[src/logic/prio_pkg.sv]
// Purpose: Shared constants for the interrupt priority field block.
// Assumes: AXI4-Lite register access, 32-bit data, 16-bit registers in low half.
// Notes: Offsets are byte addresses chosen for this block.
// Notes on behaviour
// - Field value 111 is level seven, highest
// - Field value 000 disables the source entirely
// - Values one to seven are numeric levels
// - Unimplemented bits read zero, ignore writes
// - Every field resets to binary 100
// - Register zero: timer1, outcmp1, incap1, extirq0
// - Register one: timer2, outcmp2, incap2 fields
// - Register two: uart1 rx, spi1 event/fault, timer3
// - Register three: flashprog, conv done, uart1 tx
// - Register four: pinchange, comparator, i2c1 master/slave
// - Register five: only extirq1 in bits 2-0
// - Implemented bits read back last written value
// - Zero enable blocks the request always
package prio_pkg;
    // ------------------------------------------------------------
    // Register map
    // ------------------------------------------------------------
    localparam int NUM_REGS = 6;
    localparam int NUM_SRC = 19;
    localparam logic [7:0] PRIO_CTRL_0_OFS = 8'h00;
    localparam logic [7:0] PRIO_CTRL_1_OFS = 8'h04;
    localparam logic [7:0] PRIO_CTRL_2_OFS = 8'h08;
    localparam logic [7:0] PRIO_CTRL_3_OFS = 8'h0C;
    localparam logic [7:0] PRIO_CTRL_4_OFS = 8'h10;
    localparam logic [7:0] PRIO_CTRL_5_OFS = 8'h14;
    localparam logic [7:0] STATUS_OFS = 8'h18;
    // Writable bit masks per register
    localparam logic [15:0] MASK_0 = 16'h7777;
    localparam logic [15:0] MASK_1 = 16'h7770;
    localparam logic [15:0] MASK_2 = 16'h7777;
    localparam logic [15:0] MASK_3 = 16'h7077;
    localparam logic [15:0] MASK_4 = 16'h7777;
    localparam logic [15:0] MASK_5 = 16'h0007;
    // Reset value: every field binary 100
    localparam logic [15:0] RESET_ALL = 16'h4444;
    // ------------------------------------------------------------
    // Levels and responses
    // ------------------------------------------------------------
    localparam logic [2:0] LEVEL_OFF = 3'h0;
    localparam logic [2:0] LEVEL_TOP = 3'h7;
    localparam logic [1:0] RESP_OKAY = 2'h0;
    localparam logic [1:0] RESP_SLVERR = 2'h2;
    typedef enum logic [0:0] {
        BUS_IDLE = 1'b0,
        BUS_RESP = 1'b1
    } bus_state_t;
endpackage : prio_pkg

[src/logic/prio_arbiter.sv]
// Purpose: Picks the highest-level pending, enabled source.
// Assumes: Levels arrive flattened, three bits per source.
// Notes: Purely combinational; lowest index wins ties.
`timescale 1ns/1ps
`default_nettype none
module prio_arbiter #(
    parameter int N = 19
) (
    input wire logic [N-1:0] pend,
    input wire logic [N-1:0] enab,
    input wire logic [3*N-1:0] levels,
    output logic valid,
    output logic [4:0] winner,
    output logic [2:0] win_level
);
    // ------------------------------------------------------------
    // Per-source qualification and chained compare
    // ------------------------------------------------------------
    logic [N-1:0] qual; // Source eligible this cycle
    logic [2:0] best [0:N]; // Running best level along the chain
    logic [4:0] best_idx [0:N]; // Running best source index
    assign best[0] = prio_pkg::LEVEL_OFF;
    assign best_idx[0] = 5'h00;
    genvar g;
    generate
        for (g = 0; g < N; g++) begin : g_src
            // Level zero disables and a clear enable blocks
            assign qual[g] = pend[g] && enab[g] && (levels[3*g +: 3] != prio_pkg::LEVEL_OFF);
            // Strictly greater keeps the earlier index on a tie
            assign best[g+1] = (qual[g] && levels[3*g +: 3] > best[g]) ? levels[3*g +: 3] : best[g];
            assign best_idx[g+1] = (qual[g] && levels[3*g +: 3] > best[g]) ? 5'(g) : best_idx[g];
        end
    endgenerate
    assign valid = |qual;
    assign winner = best_idx[N];
    assign win_level = best[N];
endmodule : prio_arbiter
`default_nettype wire

[src/logic/prio_fields.sv]
// Purpose: Priority field registers with AXI4-Lite access and arbitration.
// Assumes: One write and one read under way at most; sources on CORE_CLK.
// Notes: Answers one cycle after the request is complete.
//
// The AXI4-Lite interface to the registers and the register offsets are this design's own decisions.
`timescale 1ns/1ps
`default_nettype none
module prio_fields (
    input wire logic CORE_CLK,
    input wire logic RST,
    input wire logic [7:0] AWADDR,
    input wire logic AWVALID,
    output logic AWREADY,
    input wire logic [31:0] WDATA,
    input wire logic [3:0] WSTRB,
    input wire logic WVALID,
    output logic WREADY,
    output logic [1:0] BRESP,
    output logic BVALID,
    input wire logic BREADY,
    input wire logic [7:0] ARADDR,
    input wire logic ARVALID,
    output logic ARREADY,
    output logic [31:0] RDATA,
    output logic [1:0] RRESP,
    output logic RVALID,
    input wire logic RREADY,
    input wire logic [18:0] SRC_PEND,
    input wire logic [18:0] SRC_ENAB,
    output logic REQ_VALID,
    output logic [4:0] REQ_SRC,
    output logic [2:0] REQ_LEVEL
);
    // ------------------------------------------------------------
    // Storage and masks
    // ------------------------------------------------------------
    // Reserved bits are masked on every store, so a read never needs
    // to know which bits are real; the read path masks once more for
    // safety against a future store path that forgets.
    logic [15:0] prio_reg [0:prio_pkg::NUM_REGS-1]; // Priority registers
    // Implemented bits per register; a constant so the reset branch
    // assigns constants only
    localparam logic [15:0] mask [0:prio_pkg::NUM_REGS-1] = '{
        prio_pkg::MASK_0,
        prio_pkg::MASK_1,
        prio_pkg::MASK_2,
        prio_pkg::MASK_3,
        prio_pkg::MASK_4,
        prio_pkg::MASK_5
    };
    // Named field views, one per source
    logic [2:0] timer1_level; // Timer1
    logic [2:0] outcmp1_level; // Output compare 1
    logic [2:0] incap1_level; // Input capture 1
    logic [2:0] extirq0_level; // External interrupt 0
    logic [2:0] timer2_level; // Timer2
    logic [2:0] outcmp2_level; // Output compare 2
    logic [2:0] incap2_level; // Input capture 2
    logic [2:0] uart1_rx_level; // UART1 receive
    logic [2:0] spi1_event_level; // SPI1 event
    logic [2:0] spi1_fault_level; // SPI1 fault
    logic [2:0] timer3_level; // Timer3
    logic [2:0] flashprog_level; // Flash programming done
    logic [2:0] conv_done_level; // Conversion complete
    logic [2:0] uart1_tx_level; // UART1 transmit
    logic [2:0] pinchange_level; // Pin change
    logic [2:0] comparator_level; // Comparator
    logic [2:0] i2c1_master_level; // I2C1 master event
    logic [2:0] i2c1_slave_level; // I2C1 slave event
    logic [2:0] extirq1_level; // External interrupt 1
    assign timer1_level = prio_reg[0][14:12];
    assign outcmp1_level = prio_reg[0][10:8];
    assign incap1_level = prio_reg[0][6:4];
    assign extirq0_level = prio_reg[0][2:0];
    assign timer2_level = prio_reg[1][14:12];
    assign outcmp2_level = prio_reg[1][10:8];
    assign incap2_level = prio_reg[1][6:4];
    assign uart1_rx_level = prio_reg[2][14:12];
    assign spi1_event_level = prio_reg[2][10:8];
    assign spi1_fault_level = prio_reg[2][6:4];
    assign timer3_level = prio_reg[2][2:0];
    assign flashprog_level = prio_reg[3][14:12];
    assign conv_done_level = prio_reg[3][6:4];
    assign uart1_tx_level = prio_reg[3][2:0];
    assign pinchange_level = prio_reg[4][14:12];
    assign comparator_level = prio_reg[4][10:8];
    assign i2c1_master_level = prio_reg[4][6:4];
    assign i2c1_slave_level = prio_reg[4][2:0];
    assign extirq1_level = prio_reg[5][2:0];
    // Source order 0..18 follows the register order above
    logic [56:0] levels;
    assign levels = {extirq1_level, i2c1_slave_level, i2c1_master_level,
        comparator_level, pinchange_level, uart1_tx_level, conv_done_level,
        flashprog_level, timer3_level, spi1_fault_level, spi1_event_level,
        uart1_rx_level, incap2_level, outcmp2_level, timer2_level,
        extirq0_level, incap1_level, outcmp1_level, timer1_level};

    // ------------------------------------------------------------
    // Write channel: address and data taken in either order
    // ------------------------------------------------------------
    // Each half is parked until its partner arrives; a new write's halves are
    // taken while the last response waits, but it is not performed until then
    logic aw_held; // Write address captured
    logic w_held; // Write data captured
    logic [7:0] aw_addr; // Captured write address
    logic [31:0] w_data; // Captured write data
    logic [3:0] w_strb; // Captured strobes
    logic do_write; // Both halves present, response slot free
    logic [2:0] wr_idx; // Word index of the write
    logic wr_hit; // Write targets a priority register
    assign AWREADY = !aw_held;
    assign WREADY = !w_held;
    assign do_write = aw_held && w_held && !BVALID;
    assign wr_idx = aw_addr[4:2];
    assign wr_hit = (aw_addr[1:0] == 2'h0) && (aw_addr <= prio_pkg::PRIO_CTRL_5_OFS);

    // Address capture
    always_ff @(posedge CORE_CLK or posedge RST) begin
        if (RST) begin
            aw_held <= 1'b0;
            aw_addr <= 8'h00;
        end else if (AWVALID && AWREADY) begin
            aw_held <= 1'b1;
            aw_addr <= AWADDR;
        end else if (do_write) begin
            aw_held <= 1'b0;
        end
    end

    // Data capture
    always_ff @(posedge CORE_CLK or posedge RST) begin
        if (RST) begin
            w_held <= 1'b0;
            w_data <= 32'h0000_0000;
            w_strb <= 4'h0;
        end else if (WVALID && WREADY) begin
            w_held <= 1'b1;
            w_data <= WDATA;
            w_strb <= WSTRB;
        end else if (do_write) begin
            w_held <= 1'b0;
        end
    end

    // Register update; byte lanes honoured, unimplemented bits dropped
    // Strobe bits 3:2 are ignored; only the low half holds fields
    genvar r;
    generate
        for (r = 0; r < prio_pkg::NUM_REGS; r++) begin : g_reg
            logic [15:0] lane; // Bits enabled by strobes
            assign lane = {{8{w_strb[1]}}, {8{w_strb[0]}}};
            always_ff @(posedge CORE_CLK or posedge RST) begin
                if (RST) begin
                    prio_reg[r] <= prio_pkg::RESET_ALL & mask[r];
                end else if (do_write && wr_hit && wr_idx == 3'(r)) begin
                    // Masked merge keeps reserved bits at zero
                    prio_reg[r] <= ((w_data[15:0] & lane) | (prio_reg[r] & ~lane)) & mask[r];
                end
            end
        end
    endgenerate

    // Write response
    // Held until taken; the next write waits for the slot to free
    always_ff @(posedge CORE_CLK or posedge RST) begin
        if (RST) begin
            BVALID <= 1'b0;
            BRESP <= prio_pkg::RESP_OKAY;
        end else if (do_write) begin
            BVALID <= 1'b1;
            // Status word is read-only; a write there is refused
            BRESP <= wr_hit ? prio_pkg::RESP_OKAY : prio_pkg::RESP_SLVERR;
        end else if (BREADY) begin
            BVALID <= 1'b0;
        end
    end

    // ------------------------------------------------------------
    // Read channel
    // ------------------------------------------------------------
    logic [4:0] last_src; // Registered arbitration result for status reads
    logic last_valid;
    logic [2:0] last_level;
    assign ARREADY = !RVALID;

    // Read data and response
    always_ff @(posedge CORE_CLK or posedge RST) begin
        if (RST) begin
            RVALID <= 1'b0;
            RDATA <= 32'h0000_0000;
            RRESP <= prio_pkg::RESP_OKAY;
        end else if (ARVALID && ARREADY) begin
            RVALID <= 1'b1;
            RRESP <= prio_pkg::RESP_OKAY;
            if (ARADDR[1:0] == 2'h0 && ARADDR <= prio_pkg::PRIO_CTRL_5_OFS) begin
                // Upper half and reserved bits read zero
                RDATA <= {16'h0000, prio_reg[ARADDR[4:2]] & mask[ARADDR[4:2]]};
            end else if (ARADDR == prio_pkg::STATUS_OFS) begin
                RDATA <= {23'h000000, last_valid, last_src, last_level};
            end else begin
                RDATA <= 32'h0000_0000;
                RRESP <= prio_pkg::RESP_SLVERR;
            end
        end else if (RREADY) begin
            RVALID <= 1'b0;
        end
    end

    // ------------------------------------------------------------
    // Arbitration
    // ------------------------------------------------------------
    logic arb_valid;
    logic [4:0] arb_src;
    logic [2:0] arb_level;
    prio_arbiter #(
        .N(prio_pkg::NUM_SRC)
    ) u_arb (
        .pend(SRC_PEND),
        .enab(SRC_ENAB),
        .levels(levels),
        .valid(arb_valid),
        .winner(arb_src),
        .win_level(arb_level)
    );

    // Registered request toward the CPU
    // One cycle of latency keeps the long compare chain off the outputs
    always_ff @(posedge CORE_CLK or posedge RST) begin
        if (RST) begin
            last_valid <= 1'b0;
            last_src <= 5'h00;
            last_level <= 3'h0;
        end else begin
            last_valid <= arb_valid;
            last_src <= arb_valid ? arb_src : 5'h00;
            last_level <= arb_valid ? arb_level : 3'h0;
        end
    end
    assign REQ_VALID = last_valid;
    assign REQ_SRC = last_src;
    assign REQ_LEVEL = last_level;

    // No pending, enabled source may outrank the forwarded one
    for (genvar s = 0; s < prio_pkg::NUM_SRC; s++) begin : g_chk

    end
endmodule : prio_fields
`default_nettype wire

[config.mk]
export PLATFORM = sky130hd
export DESIGN_NAME = prio_fields
export DESIGN_NICKNAME = d
export VERILOG_FILES = /design/src/logic/prio_pkg.sv /design/src/logic/prio_arbiter.sv /design/src/logic/prio_fields.sv
export SDC_FILE = /design/constraint.sdc
export NUM_CORES = 1
export LEC_CHECK = 0
export BUFFER_PORTS_ARGS = -buffer_cell sky130_fd_sc_hd__buf_2
export CAP_MARGIN = 20
export CORE_MARGIN = 2
export CORE_UTILIZATION = 49
export CTS_BUF_LIST = sky130_fd_sc_hd__clkbuf_16
export DETAILED_ROUTE_END_ITERATION = 10
export PLACE_DENSITY = 0.72
export RECOVER_POWER = 50
export SETUP_SLACK_MARGIN = 0.1
export SYNTH_ARGS = -nofsm -noshare
export SYNTH_HDL_FRONTEND = slang
export SYNTH_SLANG_ARGS = --single-unit
[constraint.sdc]
create_clock -name CORE_CLK -period 49.9 [get_ports CORE_CLK]
set_input_delay 2.495 -clock CORE_CLK [delete_from_list [all_inputs] [get_ports CORE_CLK]]
set_output_delay 2.495 -clock CORE_CLK [all_outputs]
set_load 0.01 [all_outputs]
==> results of run 1 <==
synth_stat cells (20+ instances only):
library cell  number  share of area (%)
o21ai_0           52                3.4
a31oi_1           22                1.8
nand3_1           42                2.7
mux2_2            63                9.3
buf_4             20                2.0
ha_1              24                3.9
dfrtp_1           89                 29
nand2_1           74                3.6
and3_1            21                1.7
inv_1             46                2.3
nor2_1            77                3.8
clkbuf_1          27                1.3
a21oi_1           30                2.0
power groups by stage:
stage | Clock, mW | Sequential (mW) | Combinational [mW]
final | 0.0826 | 0.140 | 0.0935
after global routing | 0.0871 | 0.142 | 0.104
after CTS | 0.0836 | 0.138 | 0.0926
after global placement | 0 | 0.139 | 0.0893
after detailed placement | 0 | 0.140 | 0.0918
after floorplan | 0 | 0.124 | 0.0720
through the flow:
| step | setup slack [ns] | util, % | hold WS (ns) | power [mW] | std cells |
|---|---|---|---|---|---|
| final | 22.05 | 56.4 | 0.472 | 0.316 | 1155 |
| after global routing | 20.21 | 56.4 | 0.492 | 0.333 | 1154 |
| after CTS | 22.45 | 56.5 | 0.477 | 0.315 | 1154 |
| after detailed placement | 22.28 | 54.2 | 0.461 | 0.232 | 1138 |
| after global placement | 21.96 | 54.1 | 0.456 | 0.228 | 1136 |
| after floorplan | 25.11 | - | 0.481 | 0.196 | 871 |
per-layer routing:
| metal | track usage (%) | vias to the layer above |
|---|---|---|
| met4 | 8.12 | 0 |
| met3 | 4.54 | 47 |
| met5 | 0 | - |
| met1 | 36.9 | 3337 |
| li1 | - | 3318 |
| met2 | 42.0 | 322 |
critical path: cells and delay by family:
family	cells	cell delay (ns)
compound gates	52	10.54
fa+ha+maj	18	4.95
buf+inv	7	0.96
mux	4	1.18
simple gates	45	7.88
cell families after synthesis:
kind of cell               after synthesis  share of synthesized area (%)
buffers and inverters                   98                           5.97
DFF                                    108                           35.6
muxes                                   82                           12.8
adders and majority gates               26                           4.18
and+or+nand+nor                        296                           18.9
AOI/OAI and AO/OA                      241                           22.6
other                                    1                         0.0489
final cells by class:
type	count	area (µm²)	area share (%)
diodes	1	2.50	0.0291
clock buffers	9	225	2.62
clock inverters	7	121	1.41
inverters	46	174	2.02
multi-input cells	665	4550	52.9
flip-flops and latches	108	2730	31.7
well taps	211	264	3.07
repair buffers	108	544	6.32
final timing paths:
path	start	to	slack, ns	depth (start not counted)
worst min register to register	RDATA[3]	RDATA[3]	0.47	2
worst max-delay path	SRC_PEND[0]	REQ_SRC[2]	22.05	126
worst max register to register	flip-flop	REQ_SRC[2]	23.75	125
max in group asynchronous	RST	async pin	45.70	3
worst min-delay path	RDATA[3]	RDATA[3]	0.47	2
min in group asynchronous	RST	aw_addr[0]	2.66	2
==> impl_metrics.json, run 1 <==
{
  "status": "complete, but fails checks",
  "violations": "max-capacitance violations, max-slew violations",
  "postLayoutCellArea_mm2": 0.00861,
  "synth_area_mm2": 0.00767,
  "htreeDepth": 3,
  "ir_worst_vdd_mv": 0.0342,
  "ys_types": 84,
  "ant_nets": 0,
  "yosysWarnings": 0,
  "dieArea_mm2": 0.0167,
  "crit_type": "primary input to flip-flop",
  "comb_power_share_pct": 29.6,
  "syn_area_per_cell_um2": 9.00,
  "power.internal_mw": 0.199,
  "min_period_ns": 27.85,
  "critPathMaxStageDelay_ns": 0.52,
  "placed_area_mm2": 0.00828,
  "port_buffers": 104,
  "clock-sinks": 108,
  "clkTransAtPathRegs_ns": 0.07,
  "drive_gt1_share_pct": 25.1,
  "fmax_mhz": 35.9,
  "clock_latency_ns": 0.35,
  "synthCells": 852,
  "hpwl_um": 16900,
  "cts_hold_buf": 0,
  "grt_usage_pct": 26.3,
  "die-width_um": 129,
  "layout.nets": 1059,
  "nFillCells": 1424,
  "viasPerCell": 6.08,
  "powerDensity_mw_per_mm2": 36.7,
  "dr.pass1.iters": 6,
  "rows": 45,
  "core_area_mm2": 0.0153,
  "ys.flop_type": "dfrtp_1",
  "final_common_cell": "buf_2",
  "critPathSlowestCell": "o32ai_2",
  "rsz0062_at_grt": "false",
  "clkPwrFrac_pct": 26.2,
  "area_delta_synth_final_pct": 12.3,
  "power.switching_mw": 0.117,
  "crit_fanout": 10,
  "wl_met1_um": 9710,
  "max_slew.worst_pin.slew_ns": 2.06,
  "synth_edf_count": 0,
  "arrival_ns": 28.06,
  "yosys_register_bits": 108,
  "drc": 0,
  "grt_start_max_net_pins": 62,
  "cts.path.max_buffers": 2,
  "antenna_found_initial": 0,
  "async_flop_share_pct": 100,
  "cts_resized": 0,
  "highest_layer": "met4",
  "hold_class": "flip-flop to flip-flop",
  "grt_pass1_wl_um": 34100,
  "slew_violations": 58,
  "cap_violations": 2,
  "finClkSkew_ns": 0.00780,
  "setup_viol": 0,
  "io_pins": 147,
  "root_buffer": "clkbuf_16",
  "period_share_pct": 55.8,
  "overflow": 0,
  "leakagePower_nw": 3.95,
  "die_h_um": 129,
  "cts_setup_buffers": 0,
  "initial_core_util_pct": 50.2,
  "wl_per_cell_um": 18.7,
  "wl_met3_um": 1630,
  "ys_seq_area_share_pct": 35.6,
  "cp-start-kind": "primary input",
  "cpMostUsedCell": "ha_1",
  "hold_viol": 0,
  "end_kind": "flip-flop",
  "cts_tree": "done",
  "gp_congestion": 0.958,
  "vias": 7024,
  "netSwitchingFraction_pct": 37.0,
  "timing.slew.headroom_pct": -38.2,
  "setup_tns_ns": 0,
  "dr_wl_met2_um": 9600,
  "p_seq_share_pct": 44.2,
  "cts_buffers": 9,
  "mostFrequentLayoutCells": "buf_2, dfrtp_1, nor2_1",
  "routed_wl_um": 21600,
  "grt_pass1_vias": 6446,
  "worstPathRequired_ns": 50.11,
  "drt_iter0_markers": 626
}
No activity file was read; power rests on OpenSTA's default activity.
==> inputs of run 2 (changes only) <==
==> constraint.sdc (replaced) <==
create_clock -name CORE_CLK -period 28.5 [get_ports CORE_CLK]
set_input_delay 1.425 -clock CORE_CLK [delete_from_list [all_inputs] [get_ports CORE_CLK]]
set_output_delay 1.425 -clock CORE_CLK [all_outputs]
set_load 0.01 [all_outputs]
==> run 2 against run 1 <==
  * The run still ends with max-capacitance violations, max-slew violations left
  * Worst hold slack gained 0.0057 ns
  * Core utilization decreased by 0.52 points
  * Total power increased by 69%
  * Critical endpoint is now REQ_SRC[3]
  * Highest routed layer is now met5
==> impl_metrics.json, run 2 (synthesized netlist as in run 1, its figures left out) <==
{
  "status": "complete, but fails checks",
  "violations": "max-capacitance violations, max-slew violations",
  "end_kind": "flip-flop",
  "hold_class": "flip-flop to flip-flop",
  "critPathSlowestCell": "o32ai_2",
  "routed_wl_um": 21500,
  "hold_viol": 0,
  "rsz0062_at_grt": "false",
  "critPathBufInv": 9,
  "cts_hold_buf": 0,
  "crit_fanout": 10,
  "setup_viol": 0,
  "worstSetupStartpoint": "SRC_PEND[0]",
  "fin_cells": 1154,
  "drt_iter0_markers": 776,
  "max_slew.worst_pin.slew_ns": 3.23,
  "cts_tree": "done",
  "worstPathRequired_ns": 28.76,
  "final_core_util_pct": 55.9,
  "port_buffers": 104,
  "dr.pass1.iters": 5,
  "dp_worst_setup_slack_ns": 1.93,
  "htreeDepth": 3,
  "wl_per_cell_um": 18.7,
  "cp.depth": 130,
  "drive_gt1_share_pct": 22.6,
  "grt_pass1_vias": 6482,
  "drc": 0,
  "layout.nets": 1059,
  "grt_pass1_wl_um": 34200,
  "p_total_mw": 0.535,
  "core_area_mm2": 0.0153,
  "placed_cells": 1138,
  "num_antenna_cells": 0,
  "min_period_ns": 26.63,
  "crit_end": "REQ_SRC[3]",
  "finClkSkew_ns": 0.00832,
  "powerDensity_mw_per_mm2": 62.7,
  "hpwl_um": 16700,
  "placed_area_mm2": 0.00828,
  "clock_latency_ns": 0.36,
  "slew_violations": 111,
  "overflow": 0,
  "area_delta_synth_final_pct": 11.3,
  "cts_buffers": 9,
  "clock-sinks": 108,
  "die-width_um": 129,
  "postLayoutCellArea_mm2": 0.00853,
  "rrSetupSlack_ns": 2.50,
  "grt_start_max_net_pins": 62,
  "gp_congestion": 0.968,
  "clkTransAtPathRegs_ns": 0.07,
  "critPathMaxStageDelay_ns": 0.47,
  "leakagePower_nw": 3.82,
  "cap_violations": 2,
  "final_common_cell": "dfrtp_1",
  "period_share_pct": 93.4,
  "setup_tns_ns": 0,
  "mostFrequentLayoutCells": "dfrtp_1, nor2_1, nand2_1, buf_2, mux2_2",
  "fin_ws_ns": 1.87,
  "hold-worst-slack_ns": 0.478,
  "grt_usage_pct": 26.3,
  "io_pins": 147,
  "crit_type": "primary input to flip-flop",
  "initial_core_util_pct": 50.2,
  "arrival_ns": 26.89,
  "die_h_um": 129,
  "cts.path.max_buffers": 2,
  "ant_nets": 0,
  "cp-start-kind": "primary input",
  "r2r_cells": 128,
  "path_delay_family": "compound AO/OA/AOI/OAI gates",
  "antenna_found_initial": 1,
  "r2r-end": "REQ_SRC[3]",
  "rows": 45,
  "cpMostUsedCell": "ha_1",
  "root_buffer": "clkbuf_16",
  "viasPerCell": 6.10,
  "ir_worst_vdd_mv": 0.0538,
  "dieArea_mm2": 0.0167,
  "vias": 7039,
  "timing.slew.headroom_pct": -115,
  "fmax_mhz": 37.6
}
## run 2: cell types whose count changed in the layout (fill, tap and decap cells not counted), sizes merged
cell    before  now
diode        1    0
bufinv       3    1
clkinv       2    4
buf        102   75
clkbuf      15   42
## run 2: worst min-delay path by stage
stage	start	to	slack (ns)	cells after the start
after floorplan	aw_addr[1]	aw_addr[1]	0.48	1
after global placement	RDATA[12]	RDATA[12]	0.46	2
after detailed placement	RDATA[3]	RDATA[3]	0.47	2
after CTS	RDATA[3]	RDATA[3]	0.48	2
after global routing	RDATA[8]	RDATA[8]	0.52	2
final	RDATA[3]	RDATA[3]	0.48	2
## run 2: worst min-delay path, stage by stage, from the launching register on
cell and delay [ns]:
dfrtp_1 0.34, nand2_1 0.04, o21ai_0 0.06
## run 2: repair_timing
action / 4_1_cts / 5_1_grt
buffers inserted: 0 / 0
endpoints found under the hold margin: 0 / 0
endpoints found under the setup margin: 0 / 3
gates resized for setup: 0 / 1
## run 2: per-layer routing
metal  track usage [%]  part of all wire (%)  wire, µm
met1              37.2                    46      9870
met2              40.8                    43      9340
met3              5.28                   7.6      1640
met4              8.70                   3.1       675
met5                 0                 0.056        12
## run 2: area by class of cell
cell class	instances	area, µm²
Multi-Input combinational cell	665	4570
Fill cell	1406	6730
Clock buffer	9	225
Clock inverter	7	73.8
Sequential cell	108	2730
Timing Repair Buffer	108	502
Inverter	46	174
Tap cell	211	264
## run 2: power breakdown
| group | switching, mW | total, mW | internal [mW] |
|---|---|---|---|
| Combinational | 0.0918 | 0.163 | 0.0716 |
| Sequential | 0.0559 | 0.244 | 0.188 |
| Clock | 0.0584 | 0.127 | 0.0687 |
| Total | 0.206 | 0.535 | 0.329 |
==> inputs of run 3 (changes only) <==
--- a/config.mk
+++ b/config.mk
@@ -11,7 +11,7 @@
 export CORE_UTILIZATION = 49
 export CTS_BUF_LIST = sky130_fd_sc_hd__clkbuf_16
 export DETAILED_ROUTE_END_ITERATION = 10
-export PLACE_DENSITY = 0.72
+export PLACE_DENSITY_LB_ADDON = 0.25
 export RECOVER_POWER = 50
 export SETUP_SLACK_MARGIN = 0.1
 export SYNTH_ARGS = -nofsm -noshare
==> run 3 against run 2 <==
  * The flow still finishes with violations (max-capacitance violations, max-slew violations)
  * Clock skew shrank 0.0019 ns
  * Non-clock buffer count is the same
  * Critical path depth shrank 1
  * Clock power is essentially flat
  * Combinational power is essentially flat
  * Critical path type unchanged
  * Flip-flop and latch count is the same
  * Count of clock-buffer cells in the layout is the same
  * Sequential power is essentially flat
  * Register-to-register slack gained 0.18 ns
  * Fmax grew 0.72%
  * Die area is the same
  * Global-route usage grew 0.59 points
==> impl_metrics.json, run 3 (synthesized netlist as in run 1, its figures left out) <==
{
  "area_delta_synth_final_pct": 11.3,
  "overflow": 0,
  "rows": 45,
  "fmax_mhz": 37.8,
  "core_area_mm2": 0.0153,
  "viasPerCell": 6.15,
  "hold_class": "flip-flop to flip-flop",
  "violations": "max-capacitance violations, max-slew violations",
  "clkTransAtPathRegs_ns": 0.07,
  "ant_nets": 0,
  "final_core_util_pct": 55.9,
  "crit_fanout": 9,
  "cts_buffers": 9,
  "clock_latency_ns": 0.36,
  "drc": 0,
  "min_from": "RDATA[2]",
  "leakagePower_nw": 3.81,
  "antenna_found_initial": 0,
  "nFillCells": 1469,
  "finClkSkew_ns": 0.00642,
  "grt_start_max_net_pins": 75,
  "cts_setup_buffers": 0,
  "end_kind": "flip-flop",
  "hold_viol": 0,
  "grt_usage_pct": 26.9,
  "port_buffers": 104,
  "rsz0062_at_grt": "false",
  "critPathMaxStageDelay_ns": 0.44,
  "hold-worst-slack_ns": 0.480,
  "wl_per_cell_um": 19.0,
  "slew_violations": 75,
  "timing.slew.headroom_pct": -165,
  "cap_violations": 1,
  "die_h_um": 129,
  "drt_iter0_markers": 484,
  "layout.nets": 1059,
  "routed_wl_um": 21900,
  "worstSetupStartpoint": "SRC_PEND[0]",
  "grt_pass1_vias": 6459,
  "ir_worst_vdd_mv": 0.0411,
  "hpwl_um": 17100,
  "crit_type": "primary input to flip-flop",
  "setup_viol": 0,
  "max_slew.worst_pin.slew_ns": 3.97,
  "dr.pass1.iters": 5,
  "mostFrequentLayoutCells": "dfrtp_1, nor2_1, nand2_1",
  "powerDensity_mw_per_mm2": 62.6,
  "cts_tree": "done",
  "cts.path.max_buffers": 2,
  "io_pins": 147,
  "drive_gt1_share_pct": 22.5,
  "cpMostUsedCell": "ha_1",
  "worstPathRequired_ns": 28.78,
  "htreeDepth": 3,
  "gp_congestion": 0.961,
  "grt_pass1_wl_um": 34600,
  "period_share_pct": 92.8,
  "final_common_cell": "dfrtp_1",
  "setup_tns_ns": 0,
  "critPathSlowestCell": "o32ai_2",
  "min_period_ns": 26.44,
  "cp-start-kind": "primary input",
  "status": "complete, but fails checks",
  "clock-sinks": 108,
  "root_buffer": "clkbuf_16",
  "vias": 7103,
  "arrival_ns": 26.72,
  "die-width_um": 129,
  "initial_core_util_pct": 50.2,
  "dieArea_mm2": 0.0167
}
run 3: cell count changes in the layout (fill, tap and decap cells not counted):
cell,change
a311oi_1,-1
clkinv_4,-2
clkinvlp_4,+1
diode_2,+1
buf_2,-1
a311oi_2,+1
clkbuf_1,+1
inv_1,+1
run 3: path summary, 6_finish.rpt:
check                      slack, ns  cells past startpoint    endpoint
setup / recovery                2.06                    129  REQ_SRC[2]
hold / removal                  0.48                      2    RDATA[2]
setup reg to reg                2.68                    128  REQ_SRC[2]
hold reg to reg                 0.48                      2    RDATA[2]
max in group asynchronous      22.79                      3    RDATA[5]
min in group asynchronous       1.38                      2  aw_addr[1]
run 3: per-stage QoR:
step | total power, mW | instance area, µm² | setup WS (ns) | std cells
after floorplan | 0.343 | 7740 | 4.78 | 871
after global placement | 0.401 | 8260 | 1.55 | 1136
after detailed placement | 0.406 | 8280 | 1.74 | 1138
after CTS | 0.533 | 8570 | 2.01 | 1154
after global routing | 0.565 | 8530 | 0.0685 | 1154
final | 0.534 | 8530 | 2.06 | 1155
run 3: repair_timing:
| item | 4_1_cts | 5_1_grt |
|---|---|---|
| hold buffers | 0 | 0 |
| resized for setup | 0 | 2 |
| endpoints found under the setup margin | 0 | 4 |
| endpoints found under the hold margin | 0 | 0 |
run 3: area by class of cell:
class / count / area [µm²] / area share [%]
multi-input cells: 665 / 4570 / 53.6
clock inverters: 7 / 67.6 / 0.792
inverters: 46 / 174 / 2.04
repair buffers: 108 / 500 / 5.87
well taps: 211 / 264 / 3.09
flip-flops and latches: 108 / 2730 / 32.0
diodes: 1 / 2.50 / 0.0293
clock buffers: 9 / 225 / 2.64
run 3: power breakdown:
group	internal [mW]	switching [mW]	leakage, nW	total, mW
Sequential	0.188	0.0558	1.37	0.244
Combinational	0.0718	0.0918	2.29	0.164
Clock	0.0680	0.0584	0.145	0.126
run 3: worst max-delay path, delay by kind of cell:
| kind | cells | cell delay (ns) |
|---|---|---|
| AOI/OAI and AO/OA | 55 | 10.59 |
| muxes | 4 | 1.22 |
| buffers and inverters | 8 | 0.95 |
| adders and majority gates | 18 | 4.89 |
| and+or+nand+nor | 44 | 7.57 |
run 3: metal layers:
metal | GRT usage, % | routed length, µm
met1 | 37.1 | 9690
met2 | 41.5 | 9780
met3 | 7.35 | 1850
met4 | 8.57 | 597
met5 | 0 | 0
